<file path="config.mk">
export PLATFORM = sky130hd
export DESIGN_NAME = lmr_core
export DESIGN_NICKNAME = d
export VERILOG_FILES = /design/src/common/lmr_pkg.sv /design/src/common/lmr_dec_if.sv /design/src/rtl/lmr_decode.sv /design/src/rtl/lmr_core.sv
export SDC_FILE = /design/constraint.sdc
export NUM_CORES = 1
export LEC_CHECK = 0
export ABC_AREA = 1
export BUFFER_PORTS_ARGS = -buffer_cell sky130_fd_sc_hd__buf_2
export CORE_ASPECT_RATIO = 0.8
export CORE_MARGIN = 1
export CORE_UTILIZATION = 30
export DETAILED_ROUTE_END_ITERATION = 8
export GPL_TIMING_DRIVEN = 0
export HOLD_SLACK_MARGIN = 0.06
export PLACE_DENSITY_LB_ADDON = 0.12
export SYNTH_ARGS = -nofsm -noshare
export SYNTH_HDL_FRONTEND = slang
export SYNTH_HIERARCHICAL = 1
export SYNTH_SLANG_ARGS = --single-unit
</file>
<file path="constraint.sdc">
create_clock -name sys_clk -period 3.4 [get_ports sys_clk]
set_clock_uncertainty 0.15 [all_clocks]
set_input_delay 0 -clock sys_clk [delete_from_list [all_inputs] [get_ports sys_clk]]
set_output_delay 0 -clock sys_clk [all_outputs]
set_load 0.01 [all_outputs]
</file>
<file path="src/common/lmr_pkg.sv">
// Package: opcodes, field positions and reset values for the literal/move/return decoder
package lmr_pkg;
	localparam int unsigned INSN_W = 14;
	localparam int unsigned PC_W = 13;
	localparam int unsigned DATA_W = 8;
	localparam int unsigned FADDR_W = 7;
	localparam logic [1:0] LIT_TOP = 2'h3;
	localparam logic [1:0] LIT_SUB = 2'h0;
	localparam logic [INSN_W-1:0] RETI_CODE = 14'h0009;
	localparam logic [INSN_W-1:0] CFGLOAD_CODE = 14'h0062;
	localparam logic [INSN_W-1:0] IDLE_MASK = 14'h3F9F;
	localparam logic [INSN_W-1:0] IDLE_CODE = 14'h0000;
	localparam logic [6:0] STORE_TOP = 7'h01;
	localparam int unsigned GIE_BIT = 7;
	localparam logic [FADDR_W-1:0] INTCTL_ADDR = 7'h0B;
	localparam logic [FADDR_W-1:0] CFG_ADDR = 7'h01;
	localparam logic [DATA_W-1:0] ACC_RST = 8'h00;
	localparam logic [DATA_W-1:0] CFG_RST = 8'hFF;
	localparam logic [DATA_W-1:0] INTCTL_RST = 8'h00;
	localparam logic [PC_W-1:0] PC_RST = 13'h0000;
	localparam logic [DATA_W-1:0] STAT_RST = 8'h00;
	localparam logic [FADDR_W-1:0] WADDR_RST = 7'h00;
	localparam logic [DATA_W-1:0] WDATA_RST = 8'h00;
	localparam int unsigned RETI_CYCLES = 2;
	typedef enum logic [2:0] {
		LMR_OP_IDLE, LMR_OP_LIT, LMR_OP_STORE, LMR_OP_RETI, LMR_OP_CFG, LMR_OP_OTHER
	} lmr_op_e;
endpackage : lmr_pkg

</file>
<file path="src/common/lmr_dec_if.sv">
// Interface: decoded instruction fields passed from the decoder to the execute logic
`timescale 1ns/100ps
`default_nettype none
interface lmr_dec_if;
	import lmr_pkg::*;
	lmr_op_e op;
	logic [DATA_W-1:0] lit;
	logic [FADDR_W-1:0] faddr;
	modport dec (output op, output lit, output faddr);
	modport exe (input op, input lit, input faddr);
endinterface : lmr_dec_if
`default_nettype wire

</file>
<file path="src/rtl/lmr_decode.sv">
// Pure combinational decoder of the instruction word
`timescale 1ns/100ps
`default_nettype none
module lmr_decode (
	input wire logic [lmr_pkg::INSN_W-1:0] insn,
	lmr_dec_if.dec dec
);
	import lmr_pkg::*;
	always_comb begin
		dec.lit = insn[DATA_W-1:0];
		dec.faddr = insn[FADDR_W-1:0];
		// Bits 9:8 of the literal load are ignored whatever they hold
		if (insn[13:12] == LIT_TOP && insn[11:10] == LIT_SUB) begin
			dec.op = LMR_OP_LIT; // RL1 RL2
		end else if (insn[13:7] == STORE_TOP) begin
			dec.op = LMR_OP_STORE; // RL3
		end else if (insn == RETI_CODE) begin
			dec.op = LMR_OP_RETI; // RL4
		end else if (insn == CFGLOAD_CODE) begin
			dec.op = LMR_OP_CFG; // RL7
		end else if ((insn & IDLE_MASK) == IDLE_CODE) begin
			dec.op = LMR_OP_IDLE; // RL9
		end else begin
			dec.op = LMR_OP_OTHER;
		end
	end
endmodule : lmr_decode
`default_nettype wire

</file>
<file path="src/rtl/lmr_core.sv">
// Execute logic for literal load, accumulator store, idle, return from interrupt, config load
//
// Function
// [RL1] A literal load puts the low 8 bits of the word into the accumulator in one cycle, no flags.
// [RL2] The two don't-care bits of the literal load are zero from tools and ignored by the decoder.
// [RL3] A store copies the accumulator into the file register at the 7-bit address, one cycle.
// [RL4] Return from interrupt pops the stack and loads the popped top into the program counter.
// [RL5] Return from interrupt also sets the global enable, bit 7 of the interrupt control reg.
// [RL6] Return from interrupt takes two instruction cycles and alters no status flags.
// [RL7] The config-load word copies the accumulator into the timer/prescaler config register.
// [RL8] The config register is also readable and writable at its ordinary file address.
// [RL9] The idle word completes in one cycle and only advances the program counter.
`timescale 1ns/100ps
`default_nettype none
module lmr_core (
	input wire logic sys_clk,
	input wire logic arst_n,
	input wire logic clk_en,
	input wire logic [lmr_pkg::INSN_W-1:0] insn,
	input wire logic [lmr_pkg::PC_W-1:0] stack_top,
	input wire logic [lmr_pkg::DATA_W-1:0] file_rdata,
	input wire logic [lmr_pkg::DATA_W-1:0] status_in,
	output logic [lmr_pkg::PC_W-1:0] pc,
	output logic [lmr_pkg::DATA_W-1:0] acc,
	output logic [lmr_pkg::DATA_W-1:0] cfg_reg,
	output logic [lmr_pkg::DATA_W-1:0] intctl_reg,
	output logic [lmr_pkg::DATA_W-1:0] status_out,
	output logic file_we,
	output logic [lmr_pkg::FADDR_W-1:0] file_addr,
	output logic [lmr_pkg::DATA_W-1:0] file_wdata,
	output logic stack_pop,
	output logic fetch_stall
);
	import lmr_pkg::*;

	lmr_dec_if dif ();

	lmr_decode u_dec (
		.insn(insn),
		.dec(dif)
	);

	// Execute-stage state; the write and pop outputs are pulses of one enabled cycle, held while the enable is low
	logic [PC_W-1:0] pc_q, pc_d;
	logic [DATA_W-1:0] acc_q, acc_d;
	logic [DATA_W-1:0] cfg_q, cfg_d;
	logic [DATA_W-1:0] ictl_q, ictl_d;
	logic [DATA_W-1:0] stat_q, stat_d;
	logic we_q, we_d;
	logic [FADDR_W-1:0] waddr_q, waddr_d;
	logic [DATA_W-1:0] wdata_q, wdata_d;
	logic pop_q, pop_d;
	logic reti2_q, reti2_d;

	// Second cycle of a return is a forced bubble: the fetched word is ignored.
	always_comb begin
		pc_d = pc_q;
		acc_d = acc_q;
		cfg_d = cfg_q;
		ictl_d = ictl_q;
		stat_d = status_in; // RL6
		we_d = 1'b0;
		waddr_d = waddr_q;
		wdata_d = wdata_q;
		pop_d = 1'b0;
		reti2_d = 1'b0;
		if (reti2_q) begin
			reti2_d = 1'b0;
		end else begin
			pc_d = pc_q + 13'h0001;
			unique case (dif.op)
				LMR_OP_LIT: begin
					acc_d = dif.lit; // RL1 RL2
				end
				LMR_OP_STORE: begin
					we_d = 1'b1; // RL3
					waddr_d = dif.faddr;
					wdata_d = acc_q;
					// Direct access to the config and interrupt-control copies
					if (dif.faddr == CFG_ADDR) begin
						cfg_d = acc_q; // RL8
					end
					if (dif.faddr == INTCTL_ADDR) begin
						ictl_d = acc_q;
					end
				end
				LMR_OP_RETI: begin
					pc_d = stack_top; // RL4
					pop_d = 1'b1; // RL4
					ictl_d[GIE_BIT] = 1'b1; // RL5
					reti2_d = 1'b1; // RL6
				end
				LMR_OP_CFG: begin
					cfg_d = acc_q; // RL7
				end
				LMR_OP_IDLE: begin
				end // RL9
				LMR_OP_OTHER: begin
				end
			endcase
		end
	end

	always_ff @(posedge sys_clk or negedge arst_n) begin
		if (!arst_n) begin
			pc_q <= PC_RST;
			acc_q <= ACC_RST;
			cfg_q <= CFG_RST;
			ictl_q <= INTCTL_RST;
			stat_q <= STAT_RST;
			we_q <= 1'b0;
			waddr_q <= WADDR_RST;
			wdata_q <= WDATA_RST;
			pop_q <= 1'b0;
			reti2_q <= 1'b0;
		end else if (clk_en) begin
			pc_q <= pc_d;
			acc_q <= acc_d;
			cfg_q <= cfg_d;
			ictl_q <= ictl_d;
			stat_q <= stat_d;
			we_q <= we_d;
			waddr_q <= waddr_d;
			wdata_q <= wdata_d;
			pop_q <= pop_d;
			reti2_q <= reti2_d;
		end
	end

	// No read instruction lives in this block; the read data stays on the port for the wider
	// core and is folded into an unread net so that nothing is left dangling.
	logic unused_rd;
	assign unused_rd = ^file_rdata;

	// Ports are plain copies of the registers, so no output has a logic path behind it
	assign pc = pc_q;
	assign acc = acc_q;
	assign cfg_reg = cfg_q;
	assign intctl_reg = ictl_q;
	assign status_out = stat_q;
	assign file_we = we_q;
	assign file_addr = waddr_q;
	assign file_wdata = wdata_q;
	assign stack_pop = pop_q;
	assign fetch_stall = reti2_q;
endmodule : lmr_core
`default_nettype wire

</file>
# Word-level counts from Yosys, hierarchy flattened
# Index checks and enable logic that the tools add are counted.
# W data, S select, Z words.
dict set report classes {
  eq_ne 12
  bitwise 1
  add_sub_neg 1
  n_mux 14
  reduce_logical 11
}
# cell n
set op_table {}
lappend op_table {{$mux W8} 2}
lappend op_table {{$pmux W8 S2} 1}
lappend op_table {{$mux W3} 5}
lappend op_table {{$eq A14 B4 Y1 const B} 1}
lappend op_table {{$eq A14 B7 Y1 const B} 1}
lappend op_table {{$eq A7 B1 Y1 const B} 2}
lappend op_table {{$logic_not A14 Y1} 1}
lappend op_table {{$add A13 B1 Y13 const B} 1}
lappend op_table {{$mux W13} 1}
lappend op_table {{$reduce_and A4 Y1} 3}
lappend op_table {{$eq A7 B4 Y1 const B} 1}
lappend op_table {{$eq A3 B2 Y1 const B} 2}
lappend op_table {{$reduce_and A3 Y1} 2}
lappend op_table {{$mux W1} 4}
lappend op_table {{$ne A2 B2 Y1 const B} 2}
lappend op_table {{$reduce_bool A2 Y1} 2}
lappend op_table {{$eq A3 B1 Y1 const B} 1}
lappend op_table {{$eq A3 B3 Y1 const B} 1}
lappend op_table {{$eq A2 B2 Y1 const B} 1}
lappend op_table {{$logic_not A2 Y1} 1}
lappend op_table {{$pmux W1 S2} 1}
lappend op_table {{$reduce_and A2 Y1} 1}
lappend op_table {{$logic_and A1 B1 Y1} 1}
lappend op_table {{$not A1 Y1} 1}
dict set report word_totals {
  register_bits 62
  input_bits 46
  out_inout_bits 63
  wordCells 49
}

# Logic depth before layout (Yosys ltp)
dict set report logic_depth {
  word_depth 9
  ltp_mapped 16
  depth_no_buf 16
}

# By module
# Netlist, hierarchy kept.
# mod area_each_um2 seq_area_each_um2 n_inst cells_per_inst
set by_module_without_submodules {}
lappend by_module_without_submodules {lmr_core 2891.5 1561.5 1 343}
lappend by_module_without_submodules {lmr_decode 270.3 0.0 1 52}

# Worst setup path after synthesis
# Ideal clock, no wire load.
dict set report synth_timing {
  kind {input -> register}
  startpoint {input port insn[10] (netlist name)}
  endpoint {register waddr_q[2] (netlist: file_addr[2])}
  setup_slack_ns 1.761
  t_arrival_ns 1.363
  path_stages 12
  setup_ns 0.125
  required_time_ns 3.125
  n_path_buf 1
  path_cell_list {nor2_2 inv_1 nor2_4 nand2_2 nand2_2 nor2_2 inv_2 nand2_1 nor2_2 nand2_4 buf_6 mux2_4}
}
dict set report synth_between {
  word_cells_on_any_way 13
  cone_classes {4 x eq/ne; 5 x mux; 4 x reduce/logical}
}
# element line_no
set synth_rtl {}
lappend synth_rtl {{from (decl)} lmr_core.sv:19} ;# input wire logic [lmr_pkg::INSN_W-1:0] insn,
lappend synth_rtl {{$eq A14 B7 Y1} lmr_decode.sv:19} ;# end else if (insn == CFGLOAD_CODE) begin
lappend synth_rtl {{$mux W3} lmr_decode.sv:19}
lappend synth_rtl {{$mux W3} lmr_decode.sv:17} ;# end else if (insn == RETI_CODE) begin
lappend synth_rtl {{$mux W3} lmr_decode.sv:15} ;# end else if (insn[13:7] == STORE_TOP) begin
lappend synth_rtl {{$mux W3 (*)} lmr_decode.sv:13} ;# if (insn[13:12] == LIT_TOP && insn[11:10] == LIT_SUB) begin
lappend synth_rtl {{net dif.op[1]} lmr_dec_if.sv:6} ;# lmr_op_e op;
lappend synth_rtl {{$eq A3 B2 Y1 (*)} lmr_core.sv:71} ;# unique case (dif.op)
lappend synth_rtl {{$reduce_and A3 Y1 (no line) (*)} n/a}
lappend synth_rtl {{to (signal assigned)} lmr_core.sv:123} ;# waddr_q <= waddr_d;
lappend synth_rtl {{to (decl)} lmr_core.sv:50} ;# logic [FADDR_W-1:0] waddr_q, waddr_d;
# The timed path passes the listed nets; every way through them passes the cells marked *.
# A chain may end at the register's enable or synchronous reset.

# Worst setup path in the final report
dict set report layout_timing {
  startpoint {input port insn[6] (netlist name)}
  endpoint {register pc_q[9] (netlist: pc[9])}
}
dict set report layout_between {
  elab_chain_len 7
  word_cells_on_any_way 8
  cone_classes {3 x eq/ne; 5 x mux}
}
# element line_no
set layout_lines {}
lappend layout_lines {{$eq A14 B7 Y1} lmr_decode.sv:19}
lappend layout_lines {{$mux W3} lmr_decode.sv:19}
lappend layout_lines {{$mux W3 (*)} lmr_decode.sv:17}
lappend layout_lines {{$mux W3 (*)} lmr_decode.sv:15}
lappend layout_lines {{$mux W3 (*)} lmr_decode.sv:13}
lappend layout_lines {{net dif.op[0]} lmr_dec_if.sv:6}
lappend layout_lines {{$eq A3 B2 Y1 (*)} lmr_core.sv:71}
lappend layout_lines {{$mux W13 (*)} lmr_core.sv:71}
lappend layout_lines {{to (signal assigned)} lmr_core.sv:117} ;# pc_q <= pc_d;
lappend layout_lines {{to (decl)} lmr_core.sv:44} ;# logic [PC_W-1:0] pc_q, pc_d;
# Marked as above.

==> flow_summary.ini <==
[layout]
multiInputGateArea_um2 = 1290
layout.area.seq_um2 = 1560
fin_nets = 590
largest_reg_flops = 13
drive_gt1_frac = 0.314
layout_commonest_cell = nand2_1
nFillCells = 1096
diodes = 0
final_cell_mix = nand2_1 (134), buf_2 (101), dfrtp_1 (54)
area.growth.synth_to_final_pct = 43.9

[global_routing]
grt_pass1_vias = 2861
grt_use_total = 0.173
grt_overflow = 0
antenna_found_initial = 0
grt_max_degree = 63
grt_pass1_wl_mm = 14.3

[pwr]
ir_worst_vdd_uv = 217
finalPower_mw = 2.40
power.leakage_nw = 2.45
p_per_area_nw_per_um2 = 528

[logic_synthesis]
synth_area_per_cell_um2 = 8.00
syn_nets = 442
yosysUniqueCellTypes = 33
yosysWarnings = 6
ys_seq_elements = 62
netlist.top_cell.by_area = dfrtp_1
ys_top_cells_by_area = dfrtp_1 (43%), nand2_1 (16%), dfstp_2 (6.6%)
synthesis.area_um2 = 3160
ys_seq_area_frac = 0.494
synthesis.instances = 395
synth_top_area_share = 0.427

[route]
wl_per_cell_um = 12.9
vias_per_cell = 4.30
postRouteAntennaNets = 0
drc = 0
drtIter0Drc = 162
routed_wirelength_mm = 8.86
vias = 2958
first_pass_iters = 4

[sta]
setup_viol = 0
finalCritPeriodShare = 0.635
hold_ws_ns = 0.120
clock.fmax_ghz = 0.463
tns_ns = 0
tightest_slew_ns = 0.818
finalCriticalPeriod_ns = 2.16
finalHoldViolCount = 0
maxSlewViolCount = 0
slew_headroom = 0.455
rsz0062_at_grt = false

[setup_path]
arrival_ns = 2.22
critPathMaxFanout = 10
cp_cell_sequence = dlygate4sd3_1 > buf_2 > nand2_1 > inv_1 > nand2_1 > nor2_1 > nand2_1 > nand2_1 > nor2_1 > nand3_2 > clkbuf_1 > nor2_1 > nor2_1 > nand2_1 > nand2_1
crit_path_end_kind = register
crit_required_ns = 3.46
cp-start-kind = primary input
setup.worst_path.class = in -> reg
critPathMaxStageDelay_ns = 0.54
rrSetupSlack_ns = 1.75
crit_path_frequent_cell = nand2_1
reg2reg_depth = 9
worstReg2RegStart = pc[0]
r2r-end = pc[10]
crit_slowest_cell = dlygate4sd3_1

[cts]
cts_buffer_depth = 2
cts_setup_buffers = 0
cts_tree = built
cts_buffers = 9
clock_sinks = 62
cts-htree-levels = 3
cts-root-buf = clkbuf_16
cts_hold_buf = 38
cts_resized = 0
worst_skew_pair.late_latency_ns = 0.32
path_clk_slew_ns = 0.05

[floorplan]
core_um2 = 10200
ios = 109
floorplan.initialDensity = 0.309
die_h_um = 93.8
rows = 33
die_area_um2 = 11000
die_x_um = 117

[placement]
dpl.hpwl_mm = 6.24
numPortBuffers = 99
gp_congestion = 0.815

[hold_path]
min_path_type = in -> reg
min_to = intctl_reg[7]
holdCritStartpoint = clk_en
hold_path_depth = 7

[outcome]
status = finished clean

[flow_run]
max_cap_violations = 0
[cell usage after synthesis (all sizes together)]
cell type  count
nand4          4
or2            2
nand3         20
buf           22
dfstp          8
nor2          54
dfrtp         54
clkbuf         4
ha             1
nand2        138
o21ai         28
a21oi         11
o211ai         3
nor3           1
nand3b         1
xnor2          1
inv           35
o22ai          2
mux2           6
[worst max-delay path, delay by kind of cell]
kind	cells	cell delay [ns]
buf+inv	4	1.02
simple gates	11	1.21
[cell type report]
class                   instances  area share
multi-input cells             272       0.283
well taps                     140      0.0385
flip-flops and latches         62       0.343
inverters                      35      0.0294
clock buffers                  11      0.0556
plain buffers                  26      0.0396
clock inverters                 5      0.0179
repair buffers                137       0.193
[where the power goes]
part	internal (mW)	leakage (nW)	switching [mW]
registers	0.837	0.771	0.0937
logic	0.199	1.51	0.264
clock network	0.681	0.162	0.327
[cell families after synthesis]
| kind of cell | count (synthesis) | share of synthesized area |
|---|---|---|
| compound gates | 44 | 0.0728 |
| mux | 6 | 0.0261 |
| xor+xnor | 1 | 0.00277 |
| fa+ha+maj | 1 | 0.00396 |
| flops | 62 | 0.494 |
| buf+inv | 61 | 0.0993 |
| simple gates | 220 | 0.301 |
[per-stage QoR]
step / setup WS (ns) / util / std cells / instance area (um^2)
2_1_floorplan: 1.76 / - / 395 / 3160
3_3_place_gp: 1.49 / 0.374 / 634 / 3830
3_5_place_dp: 1.43 / 0.375 / 634 / 3830
4_1_cts: 1.24 / 0.444 / 688 / 4550
5_1_grt: 0.933 / 0.444 / 688 / 4550
6_report: 1.24 / 0.444 / 688 / 4550
[worst max path at each step]
stage	to	slack [ns]	start	depth (start not counted)
2_1_floorplan	file_addr[2]	1.76	insn[10]	12
3_3_place_gp	file_wdata[0]	1.49	insn[7]	11
3_5_place_dp	file_wdata[0]	1.43	insn[7]	11
4_1_cts	file_wdata[0]	1.24	insn[6]	13
5_1_grt	file_wdata[0]	0.93	insn[6]	13
6_report	pc[9]	1.24	insn[6]	15
[routing by layer]
metal	part of all wire	GRT usage	routed length, um	vias up
li1	-	-	-	1523
met1	0.49	0.228	4380	1352
met2	0.45	0.281	3980	76
met3	0.048	0.0426	425	7
met4	0.0088	0.0506	78	0
met5	0	0	0	-
No activity file was read; power rests on OpenSTA's default activity.
